**config.mk**
```make
export PLATFORM = sky130hd
export DESIGN_NAME = event_notify_stats
export DESIGN_NICKNAME = d
export VERILOG_FILES = /design/src/event_notify_stats_pkg.sv /design/src/event_notify_stats.sv
export SDC_FILE = /design/constraint.sdc
export NUM_CORES = 1
export LEC_CHECK = 0
export BUFFER_PORTS_ARGS = -buffer_cell sky130_fd_sc_hd__buf_2
export CAP_MARGIN = 30
export CELL_PAD_IN_SITES_DETAIL_PLACEMENT = 0
export CELL_PAD_IN_SITES_GLOBAL_PLACEMENT = 1
export CORE_MARGIN = 2
export CORE_UTILIZATION = 25
export CTS_BUF_LIST = sky130_fd_sc_hd__clkbuf_4
export CTS_CLUSTER_DIAMETER = 40
export DETAILED_ROUTE_END_ITERATION = 8
export PLACE_DENSITY = 0.47
export SLEW_MARGIN = 40
export SYNTH_ARGS = -nofsm -noshare
export SYNTH_HDL_FRONTEND = slang
export SYNTH_SLANG_ARGS = --single-unit
```
**constraint.sdc**
```tcl
create_clock -name i_clk_sys -period 3.72 [get_ports i_clk_sys]
set_clock_uncertainty 0.2 [all_clocks]
set_input_delay 0.558 -clock i_clk_sys [delete_from_list [all_inputs] [get_ports i_clk_sys]]
set_output_delay 0.558 -clock i_clk_sys [all_outputs]
set_load 0.005 [all_outputs]
```
**src/event_notify_stats_pkg.sv**
```systemverilog
// Summary of operation
// - Separate rise and fall events per input line
// - Acquisition begin sends message when enabled
// - Acquisition finish sends message when enabled
// - Queue overrun disables events, sends overrun message
// - Enable setting acts on selected event only
// - Disabled event type never queues new messages
// - Enabled choices: normal or legacy message format
// - Count frame triggers arriving while not permitted
// - Count images discarded before transfer completed
// - Count every retransmitted packet once
// - Bounded resend queue; dropped requests still counted
// - Pause frame count limited to 65535 events
// - Selector picks which statistic value reads
// - Clear command clears selected statistic only
`default_nettype none
package event_notify_stats_pkg;
    // ****************************************
    // Register bus and map
    // ****************************************
    localparam int          ADDR_W           = 5;
    localparam int          DATA_W           = 32;
    localparam logic [4:0]  OFS_EVT_CHOICE   = 5'h00;
    localparam logic [4:0]  OFS_EVT_ENABLE   = 5'h04;
    localparam logic [4:0]  OFS_STAT_CHOICE  = 5'h08;
    localparam logic [4:0]  OFS_STAT_VALUE   = 5'h0c;
    localparam logic [4:0]  OFS_STAT_CLEAR   = 5'h10;
    localparam logic [4:0]  OFS_IRQ_STATUS   = 5'h14;
    localparam logic [4:0]  OFS_IRQ_CLEAR    = 5'h18;
    localparam logic [4:0]  OFS_IRQ_ENABLE   = 5'h1c;
    // ****************************************
    // Event types and enable settings
    // ****************************************
    localparam int          NUM_LINES        = 3;
    localparam int          NUM_EVT          = 9;
    localparam int          EVT_W            = 4;
    localparam logic [3:0]  EVT_ACQ_BEGIN    = 4'h6;
    localparam logic [3:0]  EVT_ACQ_FINISH   = 4'h7;
    localparam logic [3:0]  EVT_OVERRUN      = 4'h8;
    localparam logic [1:0]  EN_OFF           = 2'h0;
    localparam logic [1:0]  EN_ON            = 2'h1;
    localparam logic [1:0]  EN_LEGACY        = 2'h2;
    localparam logic [1:0]  EN_BAD           = 2'h3;
    // ****************************************
    // Statistics
    // ****************************************
    localparam int          NUM_STAT         = 5;
    localparam int          STAT_W           = 3;
    localparam logic [2:0]  STAT_BAD_TRIG    = 3'h0;
    localparam logic [2:0]  STAT_DROP_IMG    = 3'h1;
    localparam logic [2:0]  STAT_RETX        = 3'h2;
    localparam logic [2:0]  STAT_RETX_DROP   = 3'h3;
    localparam logic [2:0]  STAT_PAUSE       = 3'h4;
    localparam logic [31:0] STAT_FULL_MAX    = 32'hffffffff;
    localparam logic [31:0] PAUSE_MAX        = 32'h0000ffff;
    localparam int          RESEND_DEPTH_DEF = 8;
    // ****************************************
    // Interrupt status bits
    // ****************************************
    localparam int          NUM_IRQ          = 3;
    localparam int          IRQ_OVERRUN      = 0;
    localparam int          IRQ_REQ_DROP     = 1;
    localparam int          IRQ_PAUSE_FULL   = 2;
endpackage
`default_nettype wire

```
**src/event_notify_stats.sv**
```systemverilog
// The register addresses and the address-and-strobe port were left to the implementer.
`timescale 1ns/1ps
`default_nettype none
module event_notify_stats #(
    parameter int RESEND_DEPTH = event_notify_stats_pkg::RESEND_DEPTH_DEF
) (
    input  wire logic                                     i_clk_sys,
    input  wire logic                                     i_reset,
    // Register port
    input  wire logic [event_notify_stats_pkg::ADDR_W-1:0] i_addr,
    input  wire logic [event_notify_stats_pkg::DATA_W-1:0] i_wr_data,
    input  wire logic                                     i_wr_stb,
    input  wire logic                                     i_rd_stb,
    output logic      [event_notify_stats_pkg::DATA_W-1:0] o_rd_data,
    // Event sources
    input  wire logic [event_notify_stats_pkg::NUM_LINES-1:0] i_line,
    input  wire logic                                     i_acq_begin,
    input  wire logic                                     i_acq_finish,
    // Statistic sources
    input  wire logic                                     i_bad_frame_trig,
    input  wire logic                                     i_dropped_image,
    input  wire logic                                     i_retransmit,
    input  wire logic                                     i_resend_req,
    input  wire logic                                     i_resend_done,
    input  wire logic                                     i_pause_rx,
    output logic                                          o_resend_pending,
    // Control channel message port
    output logic                                          o_msg_valid,
    output logic      [event_notify_stats_pkg::EVT_W-1:0]  o_msg_code,
    output logic                                          o_msg_legacy,
    input  wire logic                                     i_msg_ready,
    // Interrupt
    output logic                                          o_irq
);
    import event_notify_stats_pkg::*;

    // ****************************************
    // Declarations
    // ****************************************
    logic [EVT_W-1:0]          evt_choice;        // Selected event type
    logic [NUM_EVT-1:0][1:0]   evt_enable_setting; // Per event setting
    logic [STAT_W-1:0]         stat_choice;       // Selected statistic
    logic [NUM_STAT-1:0][31:0] stat_cnt;          // Statistic counters
    logic [NUM_STAT-1:0]       stat_inc;          // Increment strobes
    logic [NUM_LINES-1:0]      line_prev;         // Previous line levels
    logic                      line_seen;         // Previous levels valid
    logic [NUM_EVT-1:0]        evt_hit;           // Enabled events now
    logic [NUM_EVT-1:0]        pend;              // Messages waiting
    logic [NUM_EVT-1:0]        pend_legacy;       // Format per waiting msg
    logic [NUM_EVT-1:0]        next_pend;
    logic [NUM_EVT-1:0]        next_pend_legacy;
    logic [NUM_EVT-1:0]        serve_mask;        // Message taken this cycle
    logic                      overrun;           // Queue overflow now
    logic                      msg_load;          // Output stage loads
    logic [EVT_W-1:0]          pick;              // Next message to send
    logic [7:0]                resend_fill;       // Resend queue fill level
    logic                      resend_full;
    logic                      req_drop;          // Resend request dropped
    logic                      pause_full;        // Pause counter at limit
    logic [NUM_IRQ-1:0]        irq_status;
    logic [NUM_IRQ-1:0]        irq_enable;
    logic [NUM_IRQ-1:0]        irq_set;
    logic                      wr_enable;
    logic                      wr_stat_clear;
    logic                      wr_irq_clear;

    assign wr_enable     = i_wr_stb && (i_addr == OFS_EVT_ENABLE);
    assign wr_stat_clear = i_wr_stb && (i_addr == OFS_STAT_CLEAR);
    assign wr_irq_clear  = i_wr_stb && (i_addr == OFS_IRQ_CLEAR);

    // ****************************************
    // Edge detection on input lines
    // ****************************************
    // First cycle after reset only learns the levels, so a line that is
    // already high is not reported as a rising edge.
    always_ff @(posedge i_clk_sys) begin
        if (i_reset) begin
            line_prev <= '0;
            line_seen <= 1'b0;
        end else begin
            line_prev <= i_line;
            line_seen <= 1'b1;
        end
    end

    // Rise on even index, fall on odd index, gated by the setting
    genvar gl;
    generate
        for (gl = 0; gl < NUM_LINES; gl++) begin : g_line
            assign evt_hit[2*gl] = line_seen && i_line[gl] && !line_prev[gl]
                && (evt_enable_setting[2*gl] != EN_OFF);
            assign evt_hit[2*gl+1] = line_seen && !i_line[gl] && line_prev[gl]
                && (evt_enable_setting[2*gl+1] != EN_OFF);
        end
    endgenerate

    // Acquisition events; overrun is raised internally, never by a source
    assign evt_hit[EVT_ACQ_BEGIN]  = i_acq_begin
        && (evt_enable_setting[EVT_ACQ_BEGIN] != EN_OFF);
    assign evt_hit[EVT_ACQ_FINISH] = i_acq_finish
        && (evt_enable_setting[EVT_ACQ_FINISH] != EN_OFF);
    assign evt_hit[EVT_OVERRUN]    = 1'b0;

    // ****************************************
    // Event selector and enable settings
    // ****************************************
    // Selector writes naming no event type are ignored
    always_ff @(posedge i_clk_sys) begin
        if (i_reset) begin
            evt_choice <= '0;
        end else if (i_wr_stb && (i_addr == OFS_EVT_CHOICE)
                     && (i_wr_data[EVT_W-1:0] < EVT_W'(NUM_EVT))) begin
            evt_choice <= i_wr_data[EVT_W-1:0];
        end
    end

    // Overrun wins over a host write in the same cycle: the device must
    // leave every ordinary event off until the host turns it on again.
    always_ff @(posedge i_clk_sys) begin
        if (i_reset) begin
            evt_enable_setting              <= '0;
            evt_enable_setting[EVT_OVERRUN] <= EN_ON;
        end else begin
            if (wr_enable && (i_wr_data[1:0] != EN_BAD)) begin
                evt_enable_setting[evt_choice] <= i_wr_data[1:0];
            end
            if (overrun) begin
                for (int i = 0; i < NUM_EVT; i++) begin
                    if (i != EVT_OVERRUN) begin
                        evt_enable_setting[i] <= EN_OFF;
                    end
                end
            end
        end
    end

    // ****************************************
    // Message queue, one slot per event type
    // ****************************************
    // Highest index first, so the overrun message leaves before others
    always_comb begin
        pick = '0;
        for (int i = 0; i < NUM_EVT; i++) begin
            if (pend[i]) begin
                pick = EVT_W'(i);
            end
        end
    end

    assign msg_load   = (!o_msg_valid || i_msg_ready) && (|pend);
    assign serve_mask = msg_load ? (NUM_EVT'(1) << pick) : '0;
    // A fresh event of a type still waiting means the queue cannot keep up
    assign overrun    = |(evt_hit & pend & ~serve_mask);

    // New event sets its slot even in the cycle the slot is served
    always_comb begin
        next_pend        = (pend & ~serve_mask) | evt_hit;
        next_pend_legacy = pend_legacy;
        for (int i = 0; i < NUM_EVT; i++) begin
            if (evt_hit[i]) begin
                next_pend_legacy[i] = (evt_enable_setting[i] == EN_LEGACY);
            end
        end
        if (overrun) begin
            // Queued ordinary messages are discarded; one overrun goes out
            next_pend = '0;
            next_pend[EVT_OVERRUN] =
                (evt_enable_setting[EVT_OVERRUN] != EN_OFF);
            next_pend_legacy[EVT_OVERRUN] =
                (evt_enable_setting[EVT_OVERRUN] == EN_LEGACY);
        end
    end

    // Queue state
    always_ff @(posedge i_clk_sys) begin
        if (i_reset) begin
            pend        <= '0;
            pend_legacy <= '0;
        end else begin
            pend        <= next_pend;
            pend_legacy <= next_pend_legacy;
        end
    end

    // Output stage holds a message until the channel takes it
    always_ff @(posedge i_clk_sys) begin
        if (i_reset) begin
            o_msg_valid  <= 1'b0;
            o_msg_code   <= '0;
            o_msg_legacy <= 1'b0;
        end else if (msg_load) begin
            o_msg_valid  <= 1'b1;
            o_msg_code   <= pick;
            o_msg_legacy <= pend_legacy[pick];
        end else if (i_msg_ready) begin
            o_msg_valid  <= 1'b0;
        end
    end

    // ****************************************
    // Resend request queue fill level
    // ****************************************
    assign resend_full      = (resend_fill >= 8'(RESEND_DEPTH));
    assign req_drop         = i_resend_req && resend_full && !i_resend_done;
    assign o_resend_pending = (resend_fill != 8'h00);

    // Fill level only; the request contents live with the packet sender
    always_ff @(posedge i_clk_sys) begin
        if (i_reset) begin
            resend_fill <= 8'h00;
        end else if (i_resend_req && !req_drop && !i_resend_done) begin
            resend_fill <= resend_fill + 8'h01;
        end else if (!i_resend_req && i_resend_done && o_resend_pending) begin
            resend_fill <= resend_fill - 8'h01;
        end
    end

    // ****************************************
    // Statistic counters
    // ****************************************
    assign stat_inc[STAT_BAD_TRIG]  = i_bad_frame_trig;
    assign stat_inc[STAT_DROP_IMG]  = i_dropped_image;
    assign stat_inc[STAT_RETX]      = i_retransmit;
    assign stat_inc[STAT_RETX_DROP] = req_drop;
    assign stat_inc[STAT_PAUSE]     = i_pause_rx;
    assign pause_full = (stat_cnt[STAT_PAUSE] == PAUSE_MAX);

    // Each counter runs on its own, whatever the selector shows; a clear
    // that meets an increment leaves a count of one so no event is lost.
    genvar gs;
    generate
        for (gs = 0; gs < NUM_STAT; gs++) begin : g_stat
            localparam logic [31:0] LIMIT =
                (gs == STAT_PAUSE) ? PAUSE_MAX : STAT_FULL_MAX;
            always_ff @(posedge i_clk_sys) begin
                if (i_reset) begin
                    stat_cnt[gs] <= '0;
                end else if (wr_stat_clear && (stat_choice == STAT_W'(gs))) begin
                    stat_cnt[gs] <= {31'h0, stat_inc[gs]};
                end else if (stat_inc[gs] && (stat_cnt[gs] != LIMIT)) begin
                    stat_cnt[gs] <= stat_cnt[gs] + 32'h1;
                end
            end
        end
    endgenerate

    // Statistic selector; out of range values are ignored
    always_ff @(posedge i_clk_sys) begin
        if (i_reset) begin
            stat_choice <= '0;
        end else if (i_wr_stb && (i_addr == OFS_STAT_CHOICE)
                     && (i_wr_data[STAT_W-1:0] < STAT_W'(NUM_STAT))) begin
            stat_choice <= i_wr_data[STAT_W-1:0];
        end
    end

    // ****************************************
    // Interrupts
    // ****************************************
    assign irq_set[IRQ_OVERRUN]    = overrun;
    assign irq_set[IRQ_REQ_DROP]   = req_drop;
    assign irq_set[IRQ_PAUSE_FULL] = i_pause_rx && pause_full;

    // Sticky status; a set in the clearing cycle survives
    always_ff @(posedge i_clk_sys) begin
        if (i_reset) begin
            irq_status <= '0;
        end else if (wr_irq_clear) begin
            irq_status <= (irq_status & ~i_wr_data[NUM_IRQ-1:0]) | irq_set;
        end else begin
            irq_status <= irq_status | irq_set;
        end
    end

    // Interrupt enable mask
    always_ff @(posedge i_clk_sys) begin
        if (i_reset) begin
            irq_enable <= '0;
        end else if (i_wr_stb && (i_addr == OFS_IRQ_ENABLE)) begin
            irq_enable <= i_wr_data[NUM_IRQ-1:0];
        end
    end

    assign o_irq = |(irq_status & irq_enable);

    // ****************************************
    // Read data, one cycle after the strobe
    // ****************************************
    // Write-only and unmapped offsets read as zero; data stand one cycle
    always_ff @(posedge i_clk_sys) begin
        if (i_reset) begin
            o_rd_data <= '0;
        end else if (i_rd_stb) begin
            unique case (i_addr)
                OFS_EVT_CHOICE:  o_rd_data <= {28'h0, evt_choice};
                OFS_EVT_ENABLE:  o_rd_data <= {30'h0, evt_enable_setting[evt_choice]};
                OFS_STAT_CHOICE: o_rd_data <= {29'h0, stat_choice};
                OFS_STAT_VALUE:  o_rd_data <= stat_cnt[stat_choice];
                OFS_IRQ_STATUS:  o_rd_data <= {29'h0, irq_status};
                OFS_IRQ_ENABLE:  o_rd_data <= {29'h0, irq_enable};
                default:         o_rd_data <= '0;
            endcase
        end else begin
            o_rd_data <= '0;
        end
    end

endmodule
`default_nettype wire

```
Word-level counts from Yosys, hierarchy flattened. Index checks and enable logic that the tools add are counted.

Multipliers: 0. Equal/unequal tests: 27. Div/mod/pow operators: 0. Magnitude comparators: 7. Multiplexer cells: 36. $add $sub $neg: 7. Shift-type cells: 1. Bitwise gates (word level): 11. Reductions and logical operators: 88.

Operators with widths (number): one-hot mux 32 bit (6 select lines) (1); adder 32 x 1 -> 32 bit (second input constant) (5); != test 32 bit (second input constant) (4); binary-select mux 32 bit (select 3 bit) (1); logical AND 1 bit (48); equality test 32 x 16 -> 1 bit (second input constant) (1); two-way mux 32 bit (1); != test 32 x 16 -> 1 bit (second input constant) (1); nonzero test 2 bit (16); two-way mux 4 bit (7); equality test 5 bit (second input constant) (4); AND 9 bit (2); bitwise mux 18 bit (1); equality test 2 bit (second input constant) (9); two-way mux 9 bit (2); OR reduction 9 bit (2); two-way mux 8 bit (2); two-way mux 1 bit (15); OR reduction 2 bit (6); equality test 5 x 4 -> 1 bit (second input constant) (2); logical NOT 1 bit (10); < comparator 4 x 5 -> 1 bit (second input constant) (2); OR reduction 10 bit (1); AND 8 x 9 -> 9 bit (1); 29 further kinds (33).

Register bits: 259. Input port bits: 53. Logic and storage cells: 218. Bits in latches: 0. Bits in writable memories: 0. Memory bits (read-only): 0. Memories: 0. Output and inout bits: 40.

Longest topological paths before layout.
Depth after elaboration: 15. Depth in mapped cells: 10.

Worst setup path after synthesis. Ideal clock, no wire load.

Kind: reg2reg. Start point: register resend_fill[4]. End point: register resend_fill[7]. Cell stages (with the launch flop): 11. Path buffers: 0. Data arrival time: 2.620 ns. Clock period less this slack: 2.955 ns. Slack: 0.765 ns. Data required time: 3.385 ns. Cell sequence: dfxtp_1 -> or4_1 -> nor4_2 -> inv_1 -> ha_1 -> a21o_1 -> a21oi_1 -> o211ai_1 -> and3_1 -> a211oi_1 -> a311oi_1.

Cells in the longest elaborated chain, start to end: 7. Elaborated cells on any way between the ends: 13. Classes of those cells: add/sub (2); order compare (1); mux (2); reduce/logical (8).

RTL lines: start: declaration (RTL line event_notify_stats.sv:56) `logic [7:0] resend_fill;`; start signal: assignment (RTL line event_notify_stats.sv:212) `resend_fill <= resend_fill + 8'h01;`; start signal: assignment (RTL line event_notify_stats.sv:214) `resend_fill <= resend_fill - 8'h01;`; greater-or-equal comparator 8 x 4 -> 1 bit (RTL line event_notify_stats.sv:203) `assign resend_full = (resend_fill >= 8'(RESEND_DEPTH));`; logical AND 1 bit (2 in series) (RTL line event_notify_stats.sv:204) `assign req_drop = i_resend_req && resend_full && !i_resend_done;`; logical NOT 1 bit (RTL line event_notify_stats.sv:211) `end else if (i_resend_req && !req_drop && !i_resend_done) begin`; logical AND 1 bit (2 in series) (RTL line event_notify_stats.sv:211); two-way mux 8 bit / nonzero test 2 bit (equally long branches).

Parallel ways exist; a longest one is shown, timed or not. The select of a mux whose other input is x is not followed. A chain may end at the register's enable or synchronous reset.

Worst setup path after layout. Same ends and word-level chain as after synthesis.

==> impl_metrics.toml <==
[synth]
yosysTopAreaCell = "dfxtp_1"
synth_area_leaders = "dfxtp_1 (39%), nor2_1 (6.5%), mux4_2 (6.1%)"
synth_top_area_share_pct = 39.3
synth-main-ff-cell = "dfxtp_1"
postSynth.asyncResetShare_pct = 0
syn_area_um2 = 13200
syn_nets = 1560
post_synth.cell_area_avg_um2 = 8.83
synth_cell_type_count = 78
synthCells = 1495
synth_edf_count = 0
seq_area_frac_synth_pct = 39.3
ys_ff_latch = 259
synth.yosys.warnings = 0

[layout]
final_nets = 1684
areaGrowthSynthToFinish_pct = 16.6
fin_cells = 2353
drive_above_1_share_pct = 17.4

[clock_tree]
clkTransAtPathRegs_ns = 0.06
htree_num_levels = 3
clock_path_buffers = 3
cts_tree = "built"
numCtsBuffers = 83
worstSkewPairLatency_ns = 0.78
post_cts_resized = 0
root_buffer = "clkbuf_4"
cts_sinks = 259

[placed_design]
gp_congestion = 0.820
numPlacedInstances = 2204
hpwl_um = 30700
portBuffers = 64

[critical_path]
endpoint_kind = "register"
required_ns = 4.12
timing.rr.end = "resend_fill[7]"
cp_max_fo = 7
path_class = "register to register"
startpoint_type = "register"
r2r_slack_ns = 0.57
r2r_start = "resend_fill[4]"
cp.arrival_ns = 3.55
r2r_cells = 10

[routing]
final_antenna_net_count = 0
drtPass1Iterations = 5
viasPerCell = 4.94
drt_wl_total_um = 42500
wire_per_inst_um = 18.1
drt_iter0_drc = 776
drc = 0
vias = 11600

[grt]
grt_max_degree = 40
antenna_found_initial = 1
first_global_vias = 11100
grt_remaining_overflow = 0
grt_pass1_wl_um = 65900
track_usage_pct = 15.8

[sta]
finalSetupViolCount = 0
fin_tns_setup_ns = 0
period_needed_ns = 3.15
max_slew.worst_pin.slew_ns = 0.867
rsz0062_at_grt = "false"
finalHoldViolations = 0
fmax_mhz = 318
maxSlewHeadroom_pct = 41.7
drv_slew = 0
timing.final.crit_share_pct = 84.6

[power_and_ir_drop]
peakVddDrop_uv = 149
power_uw = 6200
clockPowerShare_pct = 43.8
swShare_pct = 27.7
p_leak_uw = 0.00523
power_frac_comb_pct = 9.7
internal-power_uw = 4480
netSwitchingPower_uw = 1720
seqPwrFrac_pct = 46.5
cellPowerDensity_nw_per_um2 = 403

[hold_path]
hp-class = "input pin to register"
holdPathStages = 4
min_to = "irq_enable[1]"
min_from = "i_wr_stb"

[floorplan]
die_w_um = 234
std_cell_rows = 84
initial_core_util_pct = 25.2
fp.coreArea_um2 = 52300
dieArea_um2 = 54600
die_h_um = 234
ioPinCount = 93

[flow_run]
cap_violations = 0

[run_status]
outcome = "finished clean"
## kinds of logic (layout without fill, tap and decap cells)
logic type | Yosys count | in the layout | share of synthesized area [%]
fa+ha+maj | 12 | 12 | 1.19
flops | 259 | 259 | 39.3
other cells | 0 | 1 | 0
compound gates | 266 | 266 | 12.9
buf+inv | 100 | 269 | 3.27
xor+xnor | 126 | 126 | 8.36
mux | 62 | 62 | 8.12
simple gates | 670 | 670 | 26.8
## layout make-up
type	count	area [um2]
Clock inverter	21	106
Tap cell	688	861
Sequential cell	259	5190
Inverter	33	124
Timing Repair Buffer	106	693
Clock buffer	109	818
Antenna cell	1	2.50
Multi-Input combinational cell	1136	7600
Fill cell	5676	37000
## flip-flops by register name, summed over array words and instances (netlist names)
| signal | count |
|---|---|
| evt_choice | 4 |
| evt_enable_setting | 18 |
| irq_enable | 3 |
| irq_status | 3 |
| line_prev | 3 |
| line_seen | 1 |
| o_msg_code | 4 |
| o_msg_legacy | 1 |
| o_msg_valid | 1 |
| o_rd_data | 32 |
| pend | 9 |
| pend_legacy | 9 |
| resend_fill | 8 |
| stat_choice | 3 |
| stat_cnt | 160 |
## per-stage QoR
step	worst slack (ns)	cell area (um2)	hold slack (ns)	util [%]
CTS	0.578	15400	0.00579	29.4
finish	0.573	15400	0.133	29.4
floorplan	0.765	13200	0.231	-
global placement	0.590	14300	0.242	27.3
detailed placement	0.608	14300	0.248	27.3
global route	0.337	15400	0.0765	29.4
## routing by layer
layer / vias up / global-route usage [%] / part of all wire (%)
li1: 5749 / - / -
met4: 0 / 6.74 / 2.8
met2: 229 / 22.8 / 42
met1: 5567 / 22.6 / 50
met5: - / 0 / 0
met3: 78 / 3.33 / 4.9
## power by group through the flow
stage / clock, uW / sequential, uW / combinational [uW]
detailed placement: 0 / 2940 / 597
finish: 2710 / 2880 / 602
global placement: 0 / 2940 / 600
global route: 3010 / 2890 / 680
CTS: 2880 / 2880 / 614
floorplan: 0 / 2920 / 450
## worst max-delay path by stage
stage | startpoint | to | slack, ns | depth (start not counted)
finish | resend_fill[4] | resend_fill[7] | 0.57 | 10
global route | resend_fill[4] | resend_fill[7] | 0.34 | 10
CTS | resend_fill[4] | resend_fill[7] | 0.58 | 10
detailed placement | resend_fill[4] | resend_fill[7] | 0.61 | 10
global placement | resend_fill[4] | resend_fill[7] | 0.59 | 10
floorplan | resend_fill[4] | resend_fill[7] | 0.76 | 10
## cells in the mapped netlist (12+ instances only)
| library cell | number |
|---|---|
| dfxtp_1 | 259 |
| nor2_1 | 228 |
| nand2_1 | 93 |
| o21ai_0 | 73 |
| a21oi_1 | 66 |
| nand3_1 | 64 |
| xnor2_1 | 63 |
| xor2_1 | 63 |
| nand4_1 | 54 |
| clkbuf_1 | 41 |
| nor3_1 | 37 |
| a22oi_1 | 36 |
| mux4_2 | 36 |
| inv_1 | 33 |
| and3_1 | 31 |
| and4_1 | 28 |
| mux2i_1 | 26 |
| or3_1 | 26 |
| nor4_1 | 21 |
| a21oi_2 | 18 |
| a211oi_1 | 17 |
| and2_1 | 12 |
## worst max-delay path: stages, from the launching register on
cell	delay [ns]
dfxtp_1	0.33
or4_1	0.62
nor4_2	0.21
inv_1	0.22
ha_1	0.32
a21o_1	0.17
a21oi_1	0.28
o211ai_1	0.17
and3_1	0.19
a211oi_1	0.21
a311oi_1	0.08
## layout by cell type (no fill, tap or decap), types with 9 or more instances in the layout
master         synthesis  layout
and4_1                28      28
nor2_1               228     228
mux4_2                36      36
nand2b_1               9       9
nand4_1               54      54
xor2_1                63      63
and2_1                12      12
o21ai_0               73      73
dlygate4sd3_1          0      18
nand2_1               93      93
a22oi_1               36      36
ha_1                  11      11
xnor2_1               63      63
a211oi_1              17      16
buf_2                  9      64
mux2i_1               26      26
or3_1                 26      26
nand3_1               64      64
dfxtp_1              259     257
a21oi_1               66      66
inv_1                 33      33
buf_4                  4      23
and3_1                31      31
nor4_1                21      21
a21oi_2               18      18
clkinv_1               0      19
nor3_1                37      37
clkbuf_4               0     109
## repair_timing
item                      in CTS  in global routing
hold buffers                  18                  0
hold endpoints to repair      44                  0
setup buffers                  0                  0
Note: power is estimated with default switching activity, not from simulation.
